## src/hdl/put_defs.vh

```
`ifndef PUT_DEFS_VH
`define PUT_DEFS_VH

// Register indices; byte address is four times the index
`define PUT_IDX_PRESCALER 10'h0D2
`define PUT_IDX_COUNT 10'h0D3
`define PUT_IDX_STATUS 10'h0D4

// Reset values
`define PUT_RST_PRESCALER 7'h7F
`define PUT_RST_COUNT 8'hFF
`define PUT_RST_STATUS 8'h00

// Prescaler reload and counter reload
`define PUT_PSC_RELOAD 7'h7F
`define PUT_CNT_RELOAD 8'hFF
`define PUT_CNT_ZERO 8'h00

// Status/control field positions
`define PUT_BIT_FLAG 7
`define PUT_BIT_IRQ_EN 6
`define PUT_BIT_RSV_SET 5
`define PUT_BIT_RSV_CLR 4
`define PUT_BIT_RUN 3
`define PUT_TAP_HI 2
`define PUT_TAP_LO 0

// Core clock divided by this feeds the prescaler
`define PUT_CORE_DIV 12

`endif

```

## src/hdl/put_timer.v

```verilog
// Function
// - Counting continues in wait; irq wakes core
// - Stop freezes prescaler, counter and status
// - Irq request when enable and flag set
// - Interrupt enable resets to zero
// - Flag sets when counter wraps 00 to FF
// - Prescaler register at D2, resets 7F
// - Prescaler bit 7 reads zero, live count
// - Counter register at D3, resets FF
// - Status/control at D4, resets 00, layout
// - Run low forces prescaler 7F, counter halts
// - Run high: prescaler counts, counter on tap
// - Tap select divides by two to n
// - Prescaler fed by core clock over twelve
// - Prescaler reloads 7F after reaching zero
// - Counter reloads FF on decrement from zero
// - Coinciding counter write wins, no flag set then
`include "put_defs.vh"

module put_timer
#(
   parameter ADDR_WIDTH = 12,
   parameter CORE_DIV = `PUT_CORE_DIV
)
(
   // APB slave
   input wire pclk,
   input wire presetn,
   input wire psel,
   input wire penable,
   input wire pwrite,
   input wire [ADDR_WIDTH-1:0] paddr,
   input wire [31:0] pwdata,
   input wire [3:0] pstrb,
   output wire pready,
   output reg [31:0] prdata,
   output reg pslverr,
   // Core power state, same clock
   input wire wait_mode,
   input wire stop_mode,
   // Requests to the core
   output wire timer_irq,
   output wire wake_request
);

   localparam DIV_W = 4;
   localparam [DIV_W-1:0] DIV_LAST = CORE_DIV - 1;

   reg [6:0] prescaler_count;
   reg [7:0] timer_count_value;
   reg underflow_flag;
   reg underflow_irq_enable;
   reg reserved_set_bit;
   reg reserved_clear_bit;
   reg prescaler_run;
   reg [2:0] divider_tap_select;
   reg [DIV_W-1:0] core_div;

   reg [6:0] next_prescaler_count;
   reg [7:0] next_timer_count_value;
   reg next_underflow_flag;
   reg [DIV_W-1:0] next_core_div;
   reg [7:0] read_byte;
   reg read_hit;

   wire setup_phase;
   wire write_strobe;
   wire idx_ok;
   wire [ADDR_WIDTH-3:0] word_idx;
   wire hit_psc;
   wire hit_cnt;
   wire hit_stat;
   wire wr_psc;
   wire wr_cnt;
   wire wr_stat;
   wire frozen;
   wire core_tick;
   wire [6:0] tap_mask;
   wire count_tick;
   wire wrap;

   // Bus decode; zero-wait slave, read data captured in setup
   assign setup_phase = psel & ~penable;
   assign pready = 1'b1;
   assign write_strobe = psel & penable & pwrite & pstrb[0];
   assign word_idx = paddr[ADDR_WIDTH-1:2];
   assign idx_ok = (paddr[1:0] == 2'b00);
   assign hit_psc = idx_ok & (word_idx == `PUT_IDX_PRESCALER);
   assign hit_cnt = idx_ok & (word_idx == `PUT_IDX_COUNT);
   assign hit_stat = idx_ok & (word_idx == `PUT_IDX_STATUS);

   // Writes are dropped in stop so nothing moves while frozen
   assign frozen = stop_mode;
   assign wr_psc = write_strobe & hit_psc & ~frozen;
   assign wr_cnt = write_strobe & hit_cnt & ~frozen;
   assign wr_stat = write_strobe & hit_stat & ~frozen;

   // Core clock over twelve, gated by run; wait has no effect
   always @*
   begin
      next_core_div = core_div;
      if (!prescaler_run)
      begin
         next_core_div = {DIV_W{1'b0}};
      end
      else if (!frozen)
      begin
         if (core_div == DIV_LAST)
         begin
            next_core_div = {DIV_W{1'b0}};
         end
         else
         begin
            next_core_div = core_div + 1'b1;
         end
      end
   end

   assign core_tick = prescaler_run & ~frozen & (core_div == DIV_LAST);

   // Counter steps once every two-to-the-tap prescaler steps
   assign tap_mask = 7'h7F >> (3'd7 - divider_tap_select);
   assign count_tick = core_tick & ((prescaler_count & tap_mask) == 7'h00);
   assign wrap = count_tick & (timer_count_value == `PUT_CNT_ZERO) & ~wr_cnt;

   // Prescaler
   always @*
   begin
      next_prescaler_count = prescaler_count;
      if (!prescaler_run)
      begin
         next_prescaler_count = `PUT_PSC_RELOAD;
      end
      else if (wr_psc)
      begin
         next_prescaler_count = pwdata[6:0];
      end
      else if (core_tick)
      begin
         if (prescaler_count == 7'h00)
         begin
            next_prescaler_count = `PUT_PSC_RELOAD;
         end
         else
         begin
            next_prescaler_count = prescaler_count - 1'b1;
         end
      end
   end

   // Counter; a write overrides a decrement in the same cycle
   always @*
   begin
      next_timer_count_value = timer_count_value;
      if (wr_cnt)
      begin
         next_timer_count_value = pwdata[7:0];
      end
      else if (count_tick)
      begin
         if (timer_count_value == `PUT_CNT_ZERO)
         begin
            next_timer_count_value = `PUT_CNT_RELOAD;
         end
         else
         begin
            next_timer_count_value = timer_count_value - 1'b1;
         end
      end
   end

   // Flag: a status write loads bit 7, a wrap sets it; a wrap beats a clearing write
   always @*
   begin
      next_underflow_flag = underflow_flag;
      if (wr_stat)
      begin
         next_underflow_flag = pwdata[`PUT_BIT_FLAG];
      end
      if (wrap)
      begin
         next_underflow_flag = 1'b1;
      end
   end

   always @(posedge pclk or negedge presetn)
   begin
      if (!presetn)
      begin
         prescaler_count <= `PUT_RST_PRESCALER;
         timer_count_value <= `PUT_RST_COUNT;
         core_div <= {DIV_W{1'b0}};
         underflow_flag <= 1'b0;
      end
      else
      begin
         prescaler_count <= next_prescaler_count;
         timer_count_value <= next_timer_count_value;
         core_div <= next_core_div;
         underflow_flag <= next_underflow_flag;
      end
   end

   // Control fields of the status register
   always @(posedge pclk or negedge presetn)
   begin
      if (!presetn)
      begin
         underflow_irq_enable <= 1'b0;
         reserved_set_bit <= 1'b0;
         reserved_clear_bit <= 1'b0;
         prescaler_run <= 1'b0;
         divider_tap_select <= 3'b000;
      end
      else if (wr_stat)
      begin
         underflow_irq_enable <= pwdata[`PUT_BIT_IRQ_EN];
         reserved_set_bit <= pwdata[`PUT_BIT_RSV_SET];
         reserved_clear_bit <= pwdata[`PUT_BIT_RSV_CLR];
         prescaler_run <= pwdata[`PUT_BIT_RUN];
         divider_tap_select <= pwdata[`PUT_TAP_HI:`PUT_TAP_LO];
      end
   end

   // Read mux
   always @*
   begin
      read_byte = 8'h00;
      read_hit = 1'b1;
      if (hit_psc)
      begin
         read_byte = {1'b0, prescaler_count};
      end
      else if (hit_cnt)
      begin
         read_byte = timer_count_value;
      end
      else if (hit_stat)
      begin
         read_byte = {underflow_flag, underflow_irq_enable, reserved_set_bit,
                      reserved_clear_bit, prescaler_run, divider_tap_select};
      end
      else
      begin
         read_hit = 1'b0;
      end
   end

   // Registered answer, ready by the access phase
   always @(posedge pclk or negedge presetn)
   begin
      if (!presetn)
      begin
         prdata <= 32'h0000_0000;
         pslverr <= 1'b0;
      end
      else if (setup_phase)
      begin
         prdata <= {24'h00_0000, read_byte};
         pslverr <= ~read_hit;
      end
   end

   // Level request; wait mode leaves it untouched
   assign timer_irq = underflow_flag & underflow_irq_enable;
   assign wake_request = timer_irq & wait_mode;

endmodule

```

## config.mk

```make
export PLATFORM = sky130hd
export DESIGN_NAME = put_timer
export DESIGN_NICKNAME = d
export VERILOG_FILES = /design/src/hdl/put_timer.v
export VERILOG_INCLUDE_DIRS = /design/src /design/src/hdl
export SDC_FILE = /design/constraint.sdc
export NUM_CORES = 1
export LEC_CHECK = 0
export ABC_AREA = 1
export BUFFER_PORTS_ARGS = -buffer_cell sky130_fd_sc_hd__buf_2
export CORE_MARGIN = 5
export CORE_UTILIZATION = 52
export DETAILED_ROUTE_END_ITERATION = 16
export PLACE_DENSITY = 0.83
export SKIP_CTS_REPAIR_TIMING = 1
export SYNTH_ARGS = -nofsm -noshare
export SYNTH_HDL_FRONTEND = slang
export SYNTH_SLANG_ARGS = --single-unit
export TNS_END_PERCENT = 20
```

## constraint.sdc

```tcl
create_clock -name pclk -period 1.9 [get_ports pclk]
set_input_delay 0.38 -clock pclk [delete_from_list [all_inputs] [get_ports pclk]]
set_output_delay 0.38 -clock pclk [all_outputs]
set_load 0.02 [all_outputs]
```

==> impl_summary.txt <==
----------------------------------------------------
[Yosys]
  Most instantiated flip-flop cell in the synthesis netlist ... sky130_fd_sc_hd__dfrtp_1
  Share of Yosys cell area claimed by the top area cell type ... 0.187
  Cells after Synth ... 410
  Most frequent cells after synthesis ... 114 x sky130_fd_sc_hd__nand2_1, 52 x sky130_fd_sc_hd__inv_1, 52 x sky130_fd_sc_hd__nand3_1
  Post-Syn Area ... 2820 um^2
  Flop and latch count out of synthesis ... 36
  Top post-synthesis cells by area ... sky130_fd_sc_hd__dfrtp_1 19%, sky130_fd_sc_hd__nand2_1 15%, sky130_fd_sc_hd__dfstp_2 14%, sky130_fd_sc_hd__nand3_1 9.2%, sky130_fd_sc_hd__buf_4 6.9%
  Most numerous cell in the Yosys netlist ... sky130_fd_sc_hd__nand2_1
  Seq/Total Area, Yosys ... 0.327
  Number of enable-type register cells in the synthesized netlist ... 0
  Synth unique cells ... 30
  Share of synthesized flip-flops with an asynchronous set or reset ... 1.00
  Warnings, synthesis ... 0
  Area leader, netlist ... sky130_fd_sc_hd__dfrtp_1
  Avg Inst Size Synth ... 6.87 um^2

[Clock tree]
  Clock sink total ... 36
  Root Buffer Master ... sky130_fd_sc_hd__clkbuf_8
  Clock tree from TritonCTS ... done
  Reg clk slew, reported paths ... 0.07 ns
  Number of levels the H-tree was split into ... 2
  Worst-case clock buffer depth ... 2
  Clock latency at the later pin of the worst-skew pair ... 0.29 ns
  TritonCTS buffer count ... 5

[Hold path]
  Type of the most critical hold path ... in -> async

[Placed design]
  Number of port buffers ... 38
  Placement Cell Area ... 2990 um^2
  Weighted congestion at the end of routability-driven global placement ... 0.912
  DP Wirelength ... 5.17 mm

[STA]
  Number of setup violations in the final report ... 0
  Final hold vios ... 0
  Unrepaired setup endpoints after global routing ... false
  Number of pins exceeding their max-slew limit in the final report ... 0
  Max Clock Skew ... 0.00751 ns
  Final worst-path cycle share ... 0.861
  Worst-case hold slack ... 0.126 ns
  Tmin final ... 1.64 ns
  Fmax ... 0.611 GHz
  Setup_tns ... 0 ns

[Route]
  TritonRoute pass-1 iters ... 4
  Routed WL ... 6.48 mm
  Mean routed wirelength per cell ... 12.3 um
  DRC marker count from the first detailed-route iteration ... 207
  DRT antenna net count ... 0
  Vias ... 2,613
  Number of vias per cell ... 4.98
  Total DRC errors in the routed layout ... 0

[Floorplan]
  Area inside the core boundary ... 5170 um^2
  I/O Pins ... 91
  Die Height ... 83.6 um
  Effective utilization at floorplan ... 0.544
  Die extent in x ... 83.6 um
  Die ar. ... 6990 um^2
  Site Rows ... 26

[Power and ir drop]
  Reported leakage power ... 1.69 nW
  Pwr Total ... 1.58 mW
  Power per Cell Area ... 512 nW/um^2
  Largest voltage drop on the vdd net ... 0.338 mV

[GRT]
  Largest net degree at the start of global routing ... 37
  All-Layer GR Usage ... 0.185
  Met3 layer usage reported by global route ... 0.0355
  Met2 usage in global routing ... 0.300
  Global-route wire length before repair ... 10.9 mm
  Residual overflow from global routing ... 0
  Global routing met1 resource utilization ... 0.256
  Vias in the first global route ... 2,399
  Antenna violations before repair ... 0
  Gr busiest metal ... met2

[Cells and area]
  Layout Utilization ... 0.597
  Cell area after layout ... 3090 um^2
  Area added between synthesis and finish ... 9.64%
  Layout cells sized above 1 ... 0.202
  Diode count ... 0
  Final net count ... 514

[Worst setup path]
  Worst path required time ... 2.13 ns
  CP Launch Type ... register
  Class of the most critical setup path ... reg -> reg
  Data arrival time of the worst path ... 1.86 ns
  Crit path max fanout ... 7
  Worst setup EP type ... register

[Run status]
  Status ... complete, no violations

[Job]
  Max-capacitance violation count ... 0

----------------------------------------------------
metal layers:
metal | wire length [um] | part of all wire | vias to the layer above
met1 | 2960 | 0.46 | 1154
met3 | 510 | 0.079 | 7
met4 | 64 | 0.0099 | 0
li1 | - | - | 1347
met5 | 0 | 0 | -
met2 | 2940 | 0.45 | 105
critical path: stages, from the launching register on:
cell and delay, ns:
sky130_fd_sc_hd__dfrtp_1 0.38, sky130_fd_sc_hd__ha_1 0.20, sky130_fd_sc_hd__nand3_1 0.10, sky130_fd_sc_hd__nor2_1 0.17
sky130_fd_sc_hd__nand2_1 0.07, sky130_fd_sc_hd__nor2_1 0.08, sky130_fd_sc_hd__nand2_1 0.17, sky130_fd_sc_hd__nand2_1 0.21
sky130_fd_sc_hd__nand3_1 0.11, sky130_fd_sc_hd__nand2_1 0.07
logic make-up (layout without fill, tap and decap cells):
logic type / Yosys count / after routing / synth area share
and+or+nand+nor: 235 / 235 / 0.385
buffers and inverters: 86 / 108 / 0.161
AOI/OAI and AO/OA: 41 / 41 / 0.0871
DFF: 36 / 36 / 0.327
adders and majority gates: 5 / 5 / 0.0222
xor gates and xnor gates: 5 / 5 / 0.0156
other: 2 / 25 / 0.00267
final timing paths:
| kind | from | to | slack [ns] | cells past startpoint |
|---|---|---|---|---|
| min | presetn | divider_tap_select[2]$_DFFE_PN0P_ | 0.13 | 2 |
| max | core_div[0]$_DFFE_PN0P_ | timer_count_value[5]$_DFFE_PN1P_ | 0.26 | 9 |
| max reg2reg | core_div[0]$_DFFE_PN0P_ | timer_count_value[5]$_DFFE_PN1P_ | 0.26 | 9 |
| min reg2reg | pslverr$_DFFE_PN0P_ | pslverr$_DFFE_PN0P_ | 0.48 | 2 |
| min in group pclk | pwdata[3] | timer_count_value[3]$_DFFE_PN1P_ | 0.35 | 3 |
| max in group asynchronous | presetn | timer_count_value[0]$_DFFE_PN1P_ | 1.43 | 2 |
cell type report:
| type | instances | area [um^2] |
|---|---|---|
| Clock inverter | 1 | 7.51 |
| Sequential cell | 36 | 920 |
| Timing Repair Buffer | 47 | 258 |
| Inverter | 53 | 199 |
| Clock buffer | 7 | 86.3 |
| Multi-Input combinational cell | 311 | 1530 |
| Tap cell | 70 | 87.6 |
| Fill cell | 499 | 2090 |
flip-flops by register name, indices dropped and copies added, names as in the netlist:
name and flops:
prescaler_count 7, prdata 8, reserved_clear_bit 1, prescaler_run 1
pslverr 1, reserved_set_bit 1, core_div 4, divider_tap_select 3
underflow_irq_enable 1, underflow_flag 1, timer_count_value 8
where the power goes:
part           total, mW  leakage (nW)  switching, mW  internal (mW)
logic              0.216          1.21          0.156         0.0598
registers          0.797         0.434         0.0101          0.787
clock network      0.567        0.0445          0.272          0.295
cells in the final DEF (no fill, tap or decap), types with 4 or more instances in the layout:
cell	n
sky130_fd_sc_hd__ha_1	5
sky130_fd_sc_hd__nand4_1	12
sky130_fd_sc_hd__o21ai_1	5
sky130_fd_sc_hd__buf_4	9
sky130_fd_sc_hd__nand2_1	114
sky130_fd_sc_hd__buf_2	38
sky130_fd_sc_hd__conb_1	25
sky130_fd_sc_hd__o21ai_0	15
sky130_fd_sc_hd__o21ai_2	7
sky130_fd_sc_hd__inv_1	52
sky130_fd_sc_hd__nor2_1	41
sky130_fd_sc_hd__nand3_1	52
sky130_fd_sc_hd__clkbuf_8	6
sky130_fd_sc_hd__o211ai_1	5
sky130_fd_sc_hd__dfstp_2	15
sky130_fd_sc_hd__nand2_2	4
sky130_fd_sc_hd__dfrtp_1	21
sky130_fd_sc_hd__a21oi_1	8
stage by stage:
step | worst slack [ns] | std cells
final | 0.264 | 525
after global routing | 0.0284 | 525
after CTS | 0.261 | 525
after detailed placement | 0.113 | 517
after global placement | 0.147 | 517
after floorplan | 0.490 | 433
(Power assumes the default switching activity.)
